$ cat config.mk
export PLATFORM = sky130hd
export DESIGN_NAME = drive_run_command_logic
export DESIGN_NICKNAME = d
export VERILOG_FILES = /design/src/logic/input_filter.v /design/src/logic/drive_run_command_logic.v
export VERILOG_INCLUDE_DIRS = /design/src /design/src/shared
export SDC_FILE = /design/constraint.sdc
export NUM_CORES = 1
export LEC_CHECK = 0
export ABC_AREA = 1
export ABC_CLOCK_PERIOD_IN_PS = 3100
export BUFFER_PORTS_ARGS = -buffer_cell sky130_fd_sc_hd__buf_4
export CAP_MARGIN = 20
export CORE_MARGIN = 10
export CORE_UTILIZATION = 50
export DETAILED_ROUTE_END_ITERATION = 10
export PLACE_DENSITY = 0.68
export SLEW_MARGIN = 20
export SYNTH_ARGS = -nofsm -noshare
export SYNTH_HDL_FRONTEND = slang
export SYNTH_SLANG_ARGS = --single-unit
$ cat constraint.sdc
create_clock -name i_mclk -period 3.1 [get_ports i_mclk]
set_input_delay 0.155 -clock i_mclk [delete_from_list [all_inputs] [get_ports i_mclk]]
set_output_delay 0.155 -clock i_mclk [all_outputs]
set_load 0.05 [all_outputs]
$ cat src/shared/drive_run_defines.vh
// constants for the drive run command logic
`ifndef DRIVE_RUN_DEFINES_VH
`define DRIVE_RUN_DEFINES_VH
// ----------------------------------------
// timing
// ----------------------------------------
`define CLK_PERIOD_NS 100
`define DEBOUNCE_TIME_US 1000
// 1 ms of stable level at the 100 ns clock, sized to the counter
`define DEBOUNCE_CYCLES 14'h2710
`define DEBOUNCE_CNT_W 14
// ----------------------------------------
// setpoint source codes
// ----------------------------------------
`define SRC_DIGITAL_A 2'h1
`define SRC_DIGITAL_B 2'h2
// ----------------------------------------
// stop styles
// ----------------------------------------
`define STOP_RAMP 1'h0
`define STOP_COAST 1'h1
// ----------------------------------------
// drive states
// ----------------------------------------
`define ST_IDLE 3'h0
`define ST_RUN 3'h1
`define ST_RAMP 3'h2
`define ST_QUICK 3'h3
`define ST_LOCKED 3'h4
`define ST_FAULT 3'h5
// ----------------------------------------
// widths and reset values
// ----------------------------------------
`define SPD_W 12
`define SPD_RST 12'h000
`endif

$ cat src/logic/input_filter.v
// synchroniser and debounce filter for one control input
`timescale 1ns/1ps
`default_nettype none
module input_filter #(
   parameter CNT_W = 14,
   parameter [CNT_W-1:0] STABLE = 14'h2710,
   parameter RST_VAL = 1'b0
) (
   // clock and reset
   input wire i_mclk,
   input wire i_nrst,
   // raw pin and clean level
   input wire i_raw,
   output reg o_clean
);
   reg sync1_r;
   reg sync2_r;
   reg [CNT_W-1:0] cnt_r;
   always @(posedge i_mclk or negedge i_nrst) begin
      if (!i_nrst) begin
         sync1_r <= RST_VAL;
         sync2_r <= RST_VAL;
         cnt_r <= {CNT_W{1'b0}};
         o_clean <= RST_VAL;
      end else begin
         sync1_r <= i_raw;
         sync2_r <= sync1_r;
         if (sync2_r == o_clean) begin
            cnt_r <= {CNT_W{1'b0}};
         end else if (cnt_r == STABLE - 1'b1) begin
            // level must hold for the whole window before it is taken
            o_clean <= sync2_r;
            cnt_r <= {CNT_W{1'b0}};
         end else begin
            cnt_r <= cnt_r + 1'b1;
         end
      end
   end
endmodule // input_filter
`default_nettype wire

$ cat src/logic/drive_run_command_logic.v
// run, stop, fault, direction and setpoint command logic of a motor drive
//
// Overview of operation
// - the decrement input lowers the digital setpoint only when the source parameter is 1 or 2.
// - a start needs drive_permit plus a start, run_forward, run_backward or pulse command.
// - dropping drive_permit stops driving at once and lets the motor coast.
// - a low outside_fault_input switches the drive off and raises the external fault flag.
// - run_forward high accelerates forward on the selected ramp.
// - run_backward high accelerates in reverse on the selected ramp.
// - removing the active run input stops the motor as stop_style_param selects.
// - after that stop the drive is locked and does not restart by itself.
// - run_forward and run_backward are exclusive-or'd; both high ramps down on the quick ramp.
// - direction_flip high reverses the direction, low leaves it.
// - in pulse control an absent pulse halt blocks starting and stops a running motor as stop_style_param selects.
// - in pulse control a single forward or backward pulse latches the run command.
// - the analog source select picks analog_input_one when low, analog_input_two when high.
// - the analog/preset select picks the input chosen by the analog source select when low, a chosen preset when high.
// - heading_select with start: low means forward, high means reverse.
`timescale 1ns/1ps
`default_nettype none
`include "drive_run_defines.vh"
module drive_run_command_logic #(
   parameter SPD_W = `SPD_W,
   parameter CNT_W = `DEBOUNCE_CNT_W,
   parameter [CNT_W-1:0] DEBOUNCE = `DEBOUNCE_CYCLES
) (
   // clock and reset
   input wire i_mclk,
   input wire i_nrst,
   // terminal inputs
   input wire i_drive_permit,
   input wire i_outside_fault_input,
   input wire i_run_forward,
   input wire i_run_backward,
   input wire i_start,
   input wire i_heading_select,
   input wire i_direction_flip,
   input wire i_pulse_forward_input,
   input wire i_pulse_backward_input,
   input wire i_pulse_halt_input,
   input wire i_speed_up,
   input wire i_speed_down,
   input wire i_analog_source_sel,
   input wire i_preset_sel,
   input wire i_preset_bit0,
   input wire i_preset_bit1,
   // configuration
   input wire [1:0] i_control_mode,
   input wire [1:0] i_setpoint_source,
   input wire i_stop_style_param,
   input wire i_unlock,
   input wire i_ramp_done,
   // setpoint values
   input wire [SPD_W-1:0] i_analog_input_one,
   input wire [SPD_W-1:0] i_analog_input_two,
   input wire [SPD_W-1:0] i_preset_frequency0,
   input wire [SPD_W-1:0] i_preset_frequency1,
   input wire [SPD_W-1:0] i_preset_frequency2,
   input wire [SPD_W-1:0] i_preset_frequency3,
   // to ramp and speed control
   output reg o_run,
   output reg o_reverse,
   output reg o_coast,
   output reg o_ramp_stop,
   output reg o_quick_stop,
   output reg o_locked,
   output reg o_ext_fault,
   output reg [SPD_W-1:0] o_setpoint,
   output reg [SPD_W-1:0] o_digital_setpoint
);
   // ----------------------------------------
   // input conditioning
   // ----------------------------------------
   localparam NIN = 16;
   localparam MODE_LEVEL = 2'h0;
   localparam MODE_PULSE = 2'h1;
   localparam MODE_START = 2'h2;
   wire [NIN-1:0] raw = {i_preset_bit1, i_preset_bit0, i_preset_sel, i_analog_source_sel,
      i_speed_down, i_speed_up, i_pulse_halt_input, i_pulse_backward_input,
      i_pulse_forward_input, i_direction_flip, i_heading_select, i_start,
      i_run_backward, i_run_forward, i_outside_fault_input, i_drive_permit};
   // fault and halt rest high so reset does not trip them
   localparam [NIN-1:0] RST_MASK = 16'h0202;
   wire [NIN-1:0] cln;
   genvar g;
   generate
      for (g = 0; g < NIN; g = g + 1) begin : flt
         input_filter #(.CNT_W(CNT_W), .STABLE(DEBOUNCE), .RST_VAL(RST_MASK[g])) u_flt (
            .i_mclk(i_mclk),
            .i_nrst(i_nrst),
            .i_raw(raw[g]),
            .o_clean(cln[g])
         );
      end
   endgenerate
   wire permit = cln[0];
   wire fault_ok = cln[1];
   wire run_forward = cln[2];
   wire bwd = cln[3];
   wire start = cln[4];
   wire heading = cln[5];
   wire flip = cln[6];
   wire p_fwd = cln[7];
   wire p_bwd = cln[8];
   wire p_halt = cln[9];
   wire up = cln[10];
   wire down = cln[11];
   wire ai_sel = cln[12];
   wire pre_sel = cln[13];
   wire [1:0] pre_idx = cln[15:14];
   // ----------------------------------------
   // run request decode
   // ----------------------------------------
   reg [2:0] state_r;
   reg [2:0] state_nxt;
   reg latch_r;
   reg latch_dir_r;
   reg p_fwd_d_r;
   reg p_bwd_d_r;
   reg want_run;
   reg want_rev;
   reg both_hi;
   always @* begin
      want_run = 1'b0;
      want_rev = 1'b0;
      both_hi = 1'b0;
      case (i_control_mode)
         MODE_LEVEL: begin
            want_run = run_forward ^ bwd;
            want_rev = bwd & ~run_forward;
            both_hi = run_forward & bwd;
         end
         MODE_PULSE: begin
            want_run = latch_r & p_halt;
            want_rev = latch_dir_r;
         end
         MODE_START: begin
            want_run = start;
            want_rev = heading;
         end
         default: begin
            want_run = 1'b0;
         end
      endcase
   end
   wire p_fwd_edge = p_fwd & ~p_fwd_d_r;
   wire p_bwd_edge = p_bwd & ~p_bwd_d_r;
   // ----------------------------------------
   // drive state machine
   // ----------------------------------------
   always @* begin
      state_nxt = state_r;
      case (state_r)
         `ST_IDLE: begin
            if (permit && want_run) state_nxt = `ST_RUN;
         end
         `ST_RUN: begin
            if (both_hi) state_nxt = `ST_QUICK;
            else if (!want_run) state_nxt = `ST_RAMP;
         end
         `ST_RAMP: begin
            if (i_stop_style_param == `STOP_COAST || i_ramp_done) state_nxt = `ST_LOCKED;
         end
         `ST_QUICK: begin
            if (i_ramp_done) state_nxt = `ST_LOCKED;
         end
         `ST_LOCKED: begin
            // only a deliberate unlock with no run pending re-arms the drive
            if (i_unlock && !want_run && !both_hi) state_nxt = `ST_IDLE;
         end
         `ST_FAULT: begin
            if (fault_ok && i_unlock) state_nxt = `ST_IDLE;
         end
         default: state_nxt = `ST_IDLE;
      endcase
      if (!permit && state_r != `ST_FAULT && state_r != `ST_IDLE) state_nxt = `ST_LOCKED;
      if (!fault_ok) state_nxt = `ST_FAULT;
   end
   always @(posedge i_mclk or negedge i_nrst) begin
      if (!i_nrst) begin
         state_r <= `ST_IDLE;
         latch_r <= 1'b0;
         latch_dir_r <= 1'b0;
         p_fwd_d_r <= 1'b0;
         p_bwd_d_r <= 1'b0;
      end else begin
         state_r <= state_nxt;
         p_fwd_d_r <= p_fwd;
         p_bwd_d_r <= p_bwd;
         if (!p_halt || !permit || !fault_ok) begin
            latch_r <= 1'b0;
         end else if (p_fwd_edge ^ p_bwd_edge) begin
            latch_r <= 1'b1;
            latch_dir_r <= p_bwd_edge;
         end
      end
   end
   // ----------------------------------------
   // digital setpoint and source select
   // ----------------------------------------
   wire dig_src = (i_setpoint_source == `SRC_DIGITAL_A) || (i_setpoint_source == `SRC_DIGITAL_B);
   reg up_d_r;
   reg down_d_r;
   reg [SPD_W-1:0] pre_val;
   reg [SPD_W-1:0] sp_nxt;
   always @* begin
      case (pre_idx)
         2'h0: pre_val = i_preset_frequency0;
         2'h1: pre_val = i_preset_frequency1;
         2'h2: pre_val = i_preset_frequency2;
         default: pre_val = i_preset_frequency3;
      endcase
      if (dig_src) sp_nxt = o_digital_setpoint;
      else if (pre_sel) sp_nxt = pre_val;
      else if (ai_sel) sp_nxt = i_analog_input_two;
      else sp_nxt = i_analog_input_one;
   end
   // ----------------------------------------
   // outputs
   // ----------------------------------------
   wire active = (state_nxt == `ST_RUN);
   always @(posedge i_mclk or negedge i_nrst) begin
      if (!i_nrst) begin
         o_run <= 1'b0;
         o_reverse <= 1'b0;
         o_coast <= 1'b1;
         o_ramp_stop <= 1'b0;
         o_quick_stop <= 1'b0;
         o_locked <= 1'b0;
         o_ext_fault <= 1'b0;
         o_setpoint <= `SPD_RST;
         o_digital_setpoint <= `SPD_RST;
         up_d_r <= 1'b0;
         down_d_r <= 1'b0;
      end else begin
         o_run <= active;
         if (active) o_reverse <= want_rev ^ flip;
         o_coast <= !active && (state_nxt != `ST_QUICK) &&
            !(state_nxt == `ST_RAMP && i_stop_style_param == `STOP_RAMP);
         o_ramp_stop <= (state_nxt == `ST_RAMP) && (i_stop_style_param == `STOP_RAMP);
         o_quick_stop <= (state_nxt == `ST_QUICK);
         o_locked <= (state_nxt == `ST_LOCKED);
         o_ext_fault <= (state_nxt == `ST_FAULT);
         o_setpoint <= sp_nxt;
         up_d_r <= up;
         down_d_r <= down;
         // one step per press; holding a button does not run away
         if (dig_src && down && !down_d_r && o_digital_setpoint != {SPD_W{1'b0}}) begin
            o_digital_setpoint <= o_digital_setpoint - 1'b1;
         end else if (dig_src && up && !up_d_r && o_digital_setpoint != {SPD_W{1'b1}}) begin
            o_digital_setpoint <= o_digital_setpoint + 1'b1;
         end
      end
   end
endmodule // drive_run_command_logic
`default_nettype wire

* Yosys cells after proc, flatten, opt, wreduce, memory -nomap -nowiden
Index checks and enable logic that the tools add are counted.
** Storage, ports and cells
- Output and inout bits :: 31
- Word-level logic and storage cells :: 283
- Flip-flop bits (word level) :: 312
- Input bits :: 97
** Cells by class
- Reduce and logical (&&, ||, !) cells :: 52
- Multiplexer cells :: 53
- Bitwise gates (word level) :: 29
- Eq/ne operators :: 51
- Add/sub/neg operators :: 18
** Operators with widths (count)
- 14-bit two-way mux :: 32
- 14-bit by 1-bit adder with 14-bit output (second input constant) :: 16
- 14-bit equality test (second input constant) :: 16
- 12-bit two-way mux :: 5
- 12-bit one-hot mux with 3 select lines :: 1
- 2-bit AND reduction :: 17
- 3-bit two-way mux :: 9
- 1-bit NOT :: 21
- 3-bit one-hot mux with 6 select lines :: 1
- 1-bit equality test :: 16
- 1-bit logical AND :: 15
- 12-bit by 1-bit adder with 12-bit output (second input constant) :: 1
- 3-bit by 2-bit equality test with 1-bit output (second input constant) :: 4
- 3-bit equality test (second input constant) :: 4
- 12-bit inequality test (second input constant) :: 1
- 12-bit nonzero test :: 1
- 12-bit by 1-bit subtractor with 12-bit output (second input constant) :: 1
- 1-bit zero test :: 9
- 2-bit by 1-bit equality test with 1-bit output (second input constant) :: 3
- 2-bit equality test (second input constant) :: 3
- 3-bit by 1-bit equality test with 1-bit output (second input constant) :: 2
- 1-bit one-hot mux with 3 select lines :: 2
- 1-bit bitwise AND :: 5
- 2-bit zero test :: 2
- other kinds (8) :: 16

* Longest topological paths before layout
Gate-level depths: netlist (run 1).
- Word-level depth :: 13
- Depth in mapped cells :: 20
- Gate-level depth less buffers :: 20

* By module
From an unflattened synthesis (run 1), not the netlist that was laid out.
** Unflattened totals
- Cell total of the unflattened synthesis :: 2178
- Area, all modules :: 17407.9 µm²
** Modules (own cells, without submodules)
- input_filter at flt[0].u_flt ... :: times used 14, area each 908.4 µm², seq. area each 425.4 µm², cells each 111
- drive_run_command_logic :: times used 1, area each 2866.5 µm², seq. area each 1002.2 µm², cells each 402
- input_filter at flt[1].u_flt ... :: times used 2, area each 912.1 µm², seq. area each 429.2 µm², cells each 111

* Least setup slack after synthesis (run 1)
OpenSTA, ideal clock, no wires.
- Kind :: reg-to-reg
- Start point :: reg o_digital_setpoint[3]
- End point :: reg o_digital_setpoint[11]
- Path buffers :: 0
- Required time :: 2987 ps
- Arrival time :: 2438 ps
- Path slack :: 549 ps
- Clock period less this slack :: 2551 ps
- Library setup time :: 113 ps
- Cell stages (with the launch flop) :: 18
- Cell sequence :: dfrtp_1 inv_1 nand4_1 nor2_1 nand2_1 nand2_1 inv_1 ha_1 a21oi_1 nand2_1 nand2_1 nand3_1 nand2_1 nand3_1 nand2_1 nand2_1 nand2_1 inv_1
** On the way
- Cells in the longest elaborated chain, start to end :: 3
- Elaborated cells on any way between the ends :: 9
- Those cells by class :: add/sub: 2; eq/ne: 1; mux: 2; reduce/logical: 4
** Ends and longest elaborated chain
- from (decl) :: RTL line drive_run_command_logic.v:69 : output reg [SPD_W-1:0] o_digital_setpoint
- from (signal assigned) :: RTL line drive_run_command_logic.v:232 : o_digital_setpoint <= `SPD_RST;
- from (signal assigned) :: RTL line drive_run_command_logic.v:249 : o_digital_setpoint <= o_digital_setpoint - 1'b1;
- from (signal assigned) :: RTL line drive_run_command_logic.v:251 : o_digital_setpoint <= o_digital_setpoint + 1'b1;
- 12-bit by 1-bit adder with 12-bit output, or another cell as far along :: RTL line drive_run_command_logic.v:251
- 12-bit two-way mux, or another cell as far along :: RTL line drive_run_command_logic.v:250 : end else if (dig_src && up && !up_d_r && o_digital_setpoint != {SPD_W{1'b1}}) begin
- 12-bit two-way mux or 2-bit nonzero test (tied branches)
Parallel ways exist; a longest one is shown, timed or not. The select of a mux whose other input is x is not followed.
A chain may end at the register's enable or synchronous reset.

* Worst setup path in the final report (run 1)
Ends and elaborated chain as after synthesis.

==> reports/qor.yml, run 1 <==
timing:
  worstMarginPinSlew_ns: 0.8677
  finalSetupTns_ns: 0
  rsz0062_at_grt: "no"
  maxSlewHeadroom_pct: 41.94
  finalHoldViolCount: 0
  skew_ns: 0.01215
  finalCritPeriodShare_pct: 87.40
  finalSetupViolCount: 0
  drv_slew: 0
  fin_crit_ns: 2.710
  max_freq_ghz: 0.3691
floorplanning:
  core-area_um2: 31640
  fp.dieArea_um2: 39650
  die_w_um: 199.1
  die_h_um: 199.1
  pin_count: 128
  rows: 65
  start_util_pct: 50.71
pwr:
  clkPwrFrac_pct: 47.1
  p_leak_nw: 8.661
  internal_power_mw: 6.905
  combPwrFrac_pct: 5.5
  ir_worst_vdd_v: 0.0003496
  pwr-share-seq_pct: 47.4
  p_total_mw: 8.882
  powerDensity_nw_per_um2: 468.6
  power_switching_mw: 1.976
  swShare_pct: 22.25
routing:
  viasPerCell: 5.273
  route.detailed.drc: 0
  vias: 13152
  antenna_left: 0
  dr.pass1.iters: 5
  drt_iter0_drc: 688
  wl_um: 36070
  wl_per_cell_um: 14.46
logic_synthesis:
  synth_area_leader_cell: "dfrtp_1"
  ys_types: 52
  yosysWarnings: 0
  synth_area_um2: 16040
  synth_top_area_share_pct: 47.57
  yosysSeqAreaShare_pct: 48.72
  async_flop_share_pct: 100.0
  netlist_instances: 1884
  synth_seq_cells: 312
  synth_top_flop_cell: "dfrtp_1"
  avgSynthCellArea_um2: 8.515
  synth_nets: 2010
  synth_area_leaders: "dfrtp_1 48%, nand2_1 6.2%, inv_1 5.9%, nor2_1 5.8%, nand3_1 4.2%"
  synth_edf_count: 0
global_route:
  grt_max_degree: 86
  grt_pass1_vias: 12803
  grt_pass1_wl_um: 61650
  gr-usage-all-layers_pct: 18.49
  antenna_found_initial: 0
  grt_overflow_total: 0
setup_path:
  crit_top_cell: "nand2_1"
  cp.required_ns: 3.50
  worstPathMaxFanout: 10
  critPathCapture: "o_digital_setpoint[11]"
  crit_family: "simple AND/OR/NAND/NOR gates"
  worst-path-stages: 17
  crit_chain: "inv_1 > nand4_1 > nor2_1 > nand2_1 > nand2_1 > inv_1 > ha_1 > a21oi_1 > nand2_1 > nand2_1 > nand3_1 > nand2_1 > nand3_1 > nand2_1 > nand2_1 > nand2_1 > inv_1"
  crit_arrival_ns: 3.11
  cpMaxStageDelayCell: "dfrtp_1"
  r2r_setup_slack_ns: 0.39
  crit_path_start_kind: "register"
  worst-setup-path-type: "reg -> reg"
  worstRegToRegCells: 17
  cp_num_buf_inv: 3
  setup.worst_path.start: "o_digital_setpoint[3]"
  max_stage_delay_ns: 0.43
  r2r_end: "o_digital_setpoint[11]"
  reg2reg_from: "o_digital_setpoint[3]"
  end_kind: "register"
job:
  maxCapViolations: 0
cells_and_area:
  diodes: 0
  nets: 2192
  layout-drive-gt1-share_pct: 13.96
  area_growth_pct: 18.14
run_status:
  status: "complete, no violations"
clock_network:
  cts.sinks: 312
  clk_latency_ns: 0.51
  clk_pin_slew_worst_paths_ns: 0.06
  postCtsSetupBuffers: 0
  cts_root_buf: "clkbuf_16"
  htree_levels: 2
  cts_buffers: 36
  clockBufferDepth: 3
  cts_tree: "done"
place:
  dp_hpwl_um: 26950
  gp_congestion: 0.9054
  port_buffers: 127
min_path:
  hp-class: "in -> reg"
[timing repair]
action	CTS	global route
resized for setup	0	0
hold buffers	24	0
hold endpoints to repair	99	0
endpoints found under the setup margin	0	0
[tightest hold or removal path, stage by stage]
cell and delay, ns:
buf_4 0.08, o211ai_1 0.10, a22oi_1 0.15
[cells in the mapped netlist (4+ instances only)]
library cell / number
a21oi_1: 85
nor3b_1: 26
a31o_2: 8
a22oi_1: 9
xor2_1: 73
nor4_2: 12
o21a_1: 5
nor2_1: 246
nor3_1: 109
nand2_2: 6
nand3_1: 134
inv_1: 251
nor3b_2: 4
nor3_2: 5
nor2_2: 11
a211oi_1: 11
dfstp_2: 7
inv_2: 19
o211ai_1: 14
and3_1: 9
nor4_1: 26
a31oi_1: 19
o21bai_1: 8
o21ai_1: 8
xnor2_1: 17
dfrtp_1: 305
clkbuf_1: 8
nor2_4: 6
o21ai_0: 42
ha_1: 28
nand4_1: 65
mux2_2: 8
nand2_1: 264
buf_2: 7
[metrics by stage]
stage                     setup WS (ns)  hold slack (ns)  cell area (µm²)  utilization [%]  instances
after global routing            0.09747          0.05768            18950            59.91       2494
final                            0.3905          0.02544            18950            59.91       2494
after detailed placement         0.3865           0.2042            17530            55.42       2406
after global placement           0.4611           0.2125            17530            55.42       2406
after CTS                        0.3746          0.01595            18950            59.91       2494
after floorplan                  0.5491          -0.1406            16040                -       1884
[worst min path at each step]
| stage | start | end | slack [ns] | cells past startpoint |
|---|---|---|---|---|
| final | i_preset_frequency3[9] | o_setpoint[9] | 0.03 | 3 |
| after global placement | i_nrst | flt[15].u_flt.cnt_r[12] | 0.21 | 1 |
| after global routing | i_preset_frequency3[7] | o_setpoint[7] | 0.06 | 3 |
| after floorplan | i_nrst | down_d_r | -0.14 | 0 |
| after CTS | i_preset_frequency3[9] | o_setpoint[9] | 0.02 | 3 |
| after detailed placement | i_nrst | flt[15].u_flt.cnt_r[12] | 0.20 | 1 |
[logic make-up after synthesis]
| kind of cell | after synthesis | share of synthesized area [%] |
|---|---|---|
| DFF | 312 | 48.72 |
| and+or+nand+nor | 940 | 28.53 |
| AOI/OAI and AO/OA | 217 | 8.033 |
| buffers and inverters | 287 | 6.863 |
| xor gates and xnor gates | 90 | 4.913 |
| muxes | 9 | 0.6317 |
| adders and majority gates | 29 | 2.309 |
[cell usage in the layout, fill, tap and decap left out, types with 65 or more instances in the layout]
cell     synthesis  routed
nand4_1         65      65
a21oi_1         85      85
nand3_1        134     134
xor2_1          73      73
dfrtp_1        305     305
buf_4            0     133
nor2_1         246     246
inv_1          251     251
nand2_1        264     264
nor3_1         109     109
[power by group through the flow]
| stage | clock [mW] | sequential (mW) | combinational [mW] |
|---|---|---|---|
| after floorplan | 0 | 4.31 | 0.172 |
| after global placement | 0 | 4.28 | 0.464 |
| after detailed placement | 0 | 4.29 | 0.469 |
| after CTS | 4.29 | 4.21 | 0.498 |
| after global routing | 4.46 | 4.22 | 0.551 |
| final | 4.18 | 4.21 | 0.486 |
[registers in the layout (all words and copies together) (netlist names), 3 cells and up]
signal,cells
flt.u_flt.sync1_r,16
o_setpoint,12
state_r,3
flt.u_flt.o_clean,16
flt.u_flt.sync2_r,16
o_digital_setpoint,12
flt.u_flt.cnt_r,224
[layer usage]
layer | up-vias | track usage [%] | routed length [µm]
li1 | 6665 | - | -
met1 | 6203 | 25.23 | 16770
met2 | 227 | 30.27 | 16960
met3 | 57 | 2.557 | 1603
met4 | 0 | 4.860 | 741
met5 | - | 0 | 0
[area by class of cell]
| class | instances | area [µm²] |
|---|---|---|
| tap | 402 | 503.0 |
| fill | 2735 | 12680 |
| sequential | 312 | 7816 |
| clock inverter | 12 | 118.9 |
| timing repair buffer | 161 | 1314 |
| inverter | 270 | 1013 |
| multi-input combinational | 1285 | 7126 |
| clock buffer | 52 | 1062 |
(Power assumes the default switching activity.)
==> inputs of run 2 (changes only) <==
--- a/config.mk
+++ b/config.mk
@@ -11,9 +11,8 @@
 export BUFFER_PORTS_ARGS = -buffer_cell sky130_fd_sc_hd__buf_4
 export CAP_MARGIN = 20
 export CORE_MARGIN = 10
-export CORE_UTILIZATION = 50
+export CORE_UTILIZATION = 45
 export DETAILED_ROUTE_END_ITERATION = 10
-export PLACE_DENSITY = 0.68
 export SLEW_MARGIN = 20
 export SYNTH_ARGS = -nofsm -noshare
 export SYNTH_HDL_FRONTEND = slang
==> run 2 against run 1 <==
  * Sequential power hardly changed
  * Core utilization is 6.2 points lower
  * Global-route usage is 1.9 points lower
  * Hold slack better by 0.0023 ns
  * Combinational power hardly changed
  * Clock skew is 0.0020 ns lower
  * Fmax is 0.65% lower
  * Cell count is 2.1% higher
  * Critical path depth is 1 lower
==> reports/qor.yml, run 2 (same netlist as run 1, synthesis figures left out) <==
run_status:
  status: "complete, no violations"
cells_and_area:
  layout-drive-gt1-share_pct: 13.61  # -0.34 points
  regMostFlops: "flt.u_flt.cnt_r"
  nets: 2189  # -0.14%
  layout_commonest_cell: "dfrtp_1"
  layout_common_cells: "305 x dfrtp_1, 264 x nand2_1, 251 x inv_1"
  largest_reg_flops: 224  # unchanged
  diodes: 0  # unchanged
  area_growth_pct: 18.61
  stdcell_count: 2547  # +2.1%
timing:
  fin_crit_ns: 2.727  # +0.01777 ns
  drv_slew: 0  # unchanged
  maxSlewHeadroom_pct: 50.44  # +8.5 points
  max_freq_ghz: 0.3667  # -0.65%
  finalSetupTns_ns: 0  # unchanged
  worstMarginPinSlew_ns: 0.7435  # -0.1243 ns
  skew_ns: 0.01018  # -0.001969 ns
  rsz0062_at_grt: "no"
  finalSetupViolCount: 0  # unchanged
  finalCritPeriodShare_pct: 87.98  # +0.57 points
  finalHoldViolCount: 0  # unchanged
global_route:
  grt_pass1_wl_um: 62420  # +1.2%
  antenna_found_initial: 0  # unchanged
  grt_pass1_vias: 12897  # +0.73%
  grt_overflow_total: 0  # unchanged
  gr-usage-all-layers_pct: 16.61  # -1.9 points
  grt_max_degree: 91  # +5.8%
setup_path:
  critPathCapture: "o_digital_setpoint[9]"
  crit_chain: "inv_1 > nand4_1 > nor2_1 > nand2_1 > nand2_1 > inv_1 > ha_1 > inv_1 > nor3_1 > nand2_1 > nand3_1 > nand2_1 > nand2_1 > nand2_1 > nand3_1 > o21ai_1"
  end_kind: "register"
  cp_num_buf_inv: 3  # unchanged
  cp.required_ns: 3.48  # -0.02 ns
  worst-setup-path-type: "reg -> reg"
  r2r_setup_slack_ns: 0.37  # -0.02 ns
  cpMaxStageDelayCell: "dfrtp_1"
  reg2reg_from: "o_digital_setpoint[3]"
  worst-path-stages: 16  # -1
  r2r_end: "o_digital_setpoint[9]"
  worstRegToRegCells: 16  # -1
  crit_family: "simple AND/OR/NAND/NOR gates"
  max_stage_delay_ns: 0.43  # about the same
  worstPathMaxFanout: 10  # unchanged
  crit_top_cell: "nand2_1"
  setup.worst_path.start: "o_digital_setpoint[3]"
  crit_path_start_kind: "register"
  crit_arrival_ns: 3.11  # about the same
place:
  port_buffers: 127  # unchanged
  gp_congestion: 0.8986  # -0.75%
  dp.cells: 2463  # +2.4%
  dp_hpwl_um: 27130  # +0.67%
routing:
  antenna_left: 0  # unchanged
  drt_iter0_drc: 801  # +16%
  viasPerCell: 5.158  # -2.2%
  wl_per_cell_um: 14.30  # -1.1%
  wl_um: 36420  # +0.97%
  route.detailed.drc: 0  # unchanged
  vias: 13138  # -0.11%
  dr.pass1.iters: 5  # unchanged
clock_network:
  cts_buffers: 37  # +2.8%
  cts.sinks: 312  # unchanged
  cts_tree: "done"
  clockBufferDepth: 3  # unchanged
  htree_levels: 2  # unchanged
  clk_latency_ns: 0.51  # about the same
  ctsHoldBuffers: 22  # -8.3%
  clk_pin_slew_worst_paths_ns: 0.05  # about the same
  cts-resized-gates: 0  # unchanged
  postCtsSetupBuffers: 0  # unchanged
  cts_root_buf: "clkbuf_16"
floorplanning:
  core-area_um2: 35400  # +12%
  die_h_um: 208.8  # +4.9%
  fp.dieArea_um2: 43600  # +10%
  rows: 69  # +6.2%
  start_util_pct: 45.32  # -5.4 points
  pin_count: 128  # unchanged
  die_w_um: 208.8  # +4.9%
job:
  maxCapViolations: 0  # unchanged
pwr:
  p_total_mw: 9.014  # +1.5%
  p_leak_nw: 8.653  # about the same
  ir_worst_vdd_v: 0.0003978  # +14%
  powerDensity_nw_per_um2: 473.7  # +1.1%
min_path:
  hp-class: "in -> reg"
==> run 2: changes by cell type in the layout (fill, tap and decap cells not counted), sizes merged <==
cell,change
bufinv,+1
buf,-2
clkbuf,+5
dlygate4sd3,-2
clkinvlp,-2
clkinv,-6
==> run 2: where the power goes <==
group	total (mW)	internal, mW	switching, mW
clock network	4.32	2.69	1.63
registers	4.21	4.16	0.0522
logic	0.484	0.196	0.288
==> run 2: cell type report <==
class / instances / area [µm²]
inverters: 270 / 1013
flip-flops and latches: 312 / 7816
well taps: 461 / 576.8
clock inverters: 5 / 115.1
multi-input cells: 1285 / 7126
fillers: 3318 / 16370
repair buffers: 157 / 1279
clock buffers: 57 / 1102
==> run 2: through the flow <==
stage | hold slack (ns) | util (%) | setup WS (ns) | instance area, µm²
3_3_place_gp | 0.1892 | 49.70 | 0.4484 | 17590
4_1_cts | 0.009983 | 53.76 | 0.3793 | 19030
2_1_floorplan | -0.1406 | - | 0.5491 | 16040
3_5_place_dp | 0.1909 | 49.70 | 0.4010 | 17590
6_report | 0.02776 | 53.76 | 0.3727 | 19030
5_1_grt | 0.04523 | 53.76 | 0.005451 | 19030
==> run 2: worst min-delay path by stage <==
| stage | endpoint | startpoint | cells after the start | slack (ns) |
|---|---|---|---|---|
| 2_1_floorplan | down_d_r | i_nrst | 0 | -0.14 |
| 3_3_place_gp | flt[12].u_flt.cnt_r[5] | i_nrst | 1 | 0.19 |
| 4_1_cts | o_setpoint[5] | i_preset_frequency3[5] | 3 | 0.01 |
| 3_5_place_dp | flt[12].u_flt.cnt_r[4] | i_nrst | 1 | 0.19 |
| 6_report | o_setpoint[5] | i_preset_frequency3[5] | 3 | 0.03 |
| 5_1_grt | o_setpoint[5] | i_analog_input_two[5] | 3 | 0.05 |
==> run 2: layer usage <==
layer | part of all wire (%) | global-route usage [%] | up-vias
met3 | 3.6 | 2.446 | 52
met1 | 48 | 22.66 | 6206
met2 | 46 | 27.01 | 226
met5 | 0 | 0 | -
met4 | 2.3 | 4.465 | 0
li1 | - | - | 6654
==> run 2: worst min-delay path: cells and delay by family <==
kind | cells | cell delay (ns)
AO/OA/AOI/OAI | 2 | 0.25
buffers and inverters | 1 | 0.08
==> inputs of run 3 (changes only) <==
--- a/config.mk
+++ b/config.mk
@@ -7,11 +7,11 @@
 export NUM_CORES = 1
 export LEC_CHECK = 0
 export ABC_AREA = 1
-export ABC_CLOCK_PERIOD_IN_PS = 3100
+export ABC_CLOCK_PERIOD_IN_PS = 3000
 export BUFFER_PORTS_ARGS = -buffer_cell sky130_fd_sc_hd__buf_4
 export CAP_MARGIN = 20
 export CORE_MARGIN = 10
-export CORE_UTILIZATION = 45
+export CORE_UTILIZATION = 43
 export DETAILED_ROUTE_END_ITERATION = 10
 export SLEW_MARGIN = 20
 export SYNTH_ARGS = -nofsm -noshare
==> constraint.sdc (replaced) <==
create_clock -name i_mclk -period 3 [get_ports i_mclk]
set_input_delay 0.15 -clock i_mclk [delete_from_list [all_inputs] [get_ports i_mclk]]
set_output_delay 0.15 -clock i_mclk [all_outputs]
set_load 0.05 [all_outputs]
==> run 3 against run 2 <==
  * Setup slack worse by 0.13 ns
  * Clock power rose by 15%
  * Hold slack got worse by 0.0042 ns
  * Non-clock buffer count rose by 11
  * Fmax down 1.3%
  * Clock-buffer cell count decreased by 6
  * Clock skew grew 0.0090 ns
  * First-iteration DRC count is 0.87% higher
  * Largest power group unchanged
==> reports/qor.yml, run 3 (same netlist as run 1, synthesis figures left out) <==
routing:
  route.detailed.drc: 0  # unchanged
  wl_um: 36590  # +0.46%
  antenna_left: 0  # unchanged
  drt_iter0_drc: 808  # +0.87%
  vias: 13122  # -0.12%
  wl_per_cell_um: 14.24  # -0.44%
  dr.pass1.iters: 7  # +2
  viasPerCell: 5.106  # -1.0%
setup_path:
  crit_path_start_kind: "register"
  cp.required_ns: 3.41  # -0.07 ns
  setup.worst_path.start: "o_digital_setpoint[9]"
  worst-setup-path-type: "reg -> reg"
  end_kind: "register"
  worstPathMaxFanout: 6  # -4
  crit_arrival_ns: 3.17  # +0.06 ns
  reg2reg_from: "o_digital_setpoint[9]"
timing:
  holdWs_ns: 0.02352  # -0.004236 ns
  worst_slack_ns: 0.2381  # -0.1346 ns
  finalHoldViolCount: 0  # unchanged
  fin_crit_ns: 2.762  # +0.03461 ns
  maxSlewHeadroom_pct: 42.12  # -8.3 points
  skew_ns: 0.01920  # +0.009018 ns
  finalCritPeriodShare_pct: 92.06  # +4.1 points
  worstMarginPinSlew_ns: 0.8682  # +0.1248 ns
  finalSetupViolCount: 0  # unchanged
  rsz0062_at_grt: "no"
  max_freq_ghz: 0.3621  # -1.3%
  finalSetupTns_ns: 0  # unchanged
  drv_slew: 0  # unchanged
floorplanning:
  die_w_um: 213.2  # +2.1%
  rows: 70  # +1.4%
  fp.dieArea_um2: 45440  # +4.2%
  core-area_um2: 36700  # +3.7%
  start_util_pct: 43.72  # -1.6 points
  pin_count: 128  # unchanged
  die_h_um: 213.2  # +2.1%
cells_and_area:
  utilization_pct: 52.57  # -1.2 points
  diodes: 0  # unchanged
  layout_commonest_cell: "dfrtp_1"
  regMostFlops: "flt.u_flt.cnt_r"
  largest_reg_flops: 224  # unchanged
  layout_common_cells: "305 x dfrtp_1, 263 x nand2_1, 250 x inv_1"
  nets: 2200  # +0.50%
  fin_area_um2: 19290  # +1.4%
  layout-drive-gt1-share_pct: 14.51  # +0.90 points
  area_growth_pct: 20.26
  num-fill-cells: 3363  # +1.4%
clock_network:
  clockBufferDepth: 3  # unchanged
  cts.sinks: 312  # unchanged
  cts_buffers: 37  # unchanged
  clk_pin_slew_worst_paths_ns: 0.06  # about the same
  clk_latency_ns: 0.53  # +0.02 ns
  cts_tree: "done"
  cts_root_buf: "clkbuf_16"
  htree_levels: 2  # unchanged
place:
  port_buffers: 127  # unchanged
  gp_congestion: 0.8840  # -1.6%
  dpl_cell_area_um2: 17610  # +0.14%
  dp_slack_ns: 0.2165  # -0.1844 ns
  dp_hpwl_um: 26980  # -0.54%
min_path:
  hp-class: "in -> reg"
  hp-start: "i_preset_frequency3[9]"
pwr:
  powerDensity_nw_per_um2: 508.9  # +7.4%
  ir_worst_vdd_v: 0.0003797  # -4.6%
  p_leak_nw: 8.786  # +1.5%
job:
  maxCapViolations: 0  # unchanged
global_route:
  grt_pass1_wl_um: 62090  # -0.52%
  grt_pass1_vias: 12681  # -1.7%
  antenna_found_initial: 0  # unchanged
  gr-usage-all-layers_pct: 16.30  # -0.31 points
  grt_max_degree: 86  # -5.5%
  grt_overflow_total: 0  # unchanged
run_status:
  status: "complete, no violations"
-- run 3: cell types whose count changed in the layout (fill, tap and decap cells not counted), moves of 2 or more --
cell           before  now
dlygate4sd3_1      22   28
bufinv_16           3    7
o21ai_1             8   10
buf_4             131  135
o21ai_0            42   40
clkinv_2            0    8
clkbuf_1           11    3
-- run 3: area by class of cell --
cell class | instances | area (µm²) | area share (%)
flip-flops and latches | 312 | 7816 | 40.51
multi-input cells | 1285 | 7131 | 36.96
repair buffers | 168 | 1374 | 7.121
clock buffers | 51 | 1111 | 5.759
inverters | 270 | 1017 | 5.272
well taps | 468 | 585.6 | 3.035
clock inverters | 16 | 259.0 | 1.342
-- run 3: timing repair --
| item | in CTS | in global routing |
|---|---|---|
| setup buffers | 0 | 3 |
| gates resized for setup | 0 | 5 |
| setup endpoints to repair | 0 | 2 |
| hold buffers | 28 | 0 |
| endpoints found under the hold margin | 331 | 0 |
-- run 3: through the flow --
stage | total power [mW] | cells
2_1_floorplan | 4.632 | 1884
3_3_place_gp | 4.908 | 2472
3_5_place_dp | 4.916 | 2472
4_1_cts | 9.966 | 2567
5_1_grt | 10.21 | 2570
6_report | 9.818 | 2570
-- run 3: path summary, 6_finish.rpt --
check	end	slack, ns	cells after the start
max	o_digital_setpoint[10]	0.24	16
min	o_setpoint[9]	0.02	3
max reg2reg	o_digital_setpoint[10]	0.24	16
min reg2reg	flt[5].u_flt.sync2_r	0.35	0
max in group asynchronous	flt[1].u_flt.o_clean	2.10	3
min in group asynchronous	flt[15].u_flt.cnt_r[8]	0.11	2
-- run 3: metal layers --
layer | share of wire [%] | track usage (%) | wire length (µm)
met1 | 48 | 22.21 | 17440
met2 | 47 | 26.20 | 17020
met3 | 3.8 | 2.771 | 1378
met4 | 2.0 | 4.620 | 744
met5 | 0 | 0 | 0
-- run 3: where the power goes --
part	leakage (nW)	internal (mW)	switching, mW
Combinational	3.96	0.209	0.297
Sequential	4.14	4.30	0.0553
Clock	0.684	3.19	1.77
-- run 3: worst max-delay path, stage by stage (launching register included) --
cell	delay, ns
dfrtp_1	0.40
inv_1	0.13
nand4_1	0.13
nor2_1	0.14
nand2_1	0.08
nand2_2	0.17
clkinvlp_4	0.20
clkbuf_2	0.20
buf_4	0.15
ha_1	0.31
inv_1	0.08
nor3_1	0.26
o21ai_1	0.13
nand3_1	0.10
nand2_1	0.05
nand3_1	0.06
o21ai_1	0.06
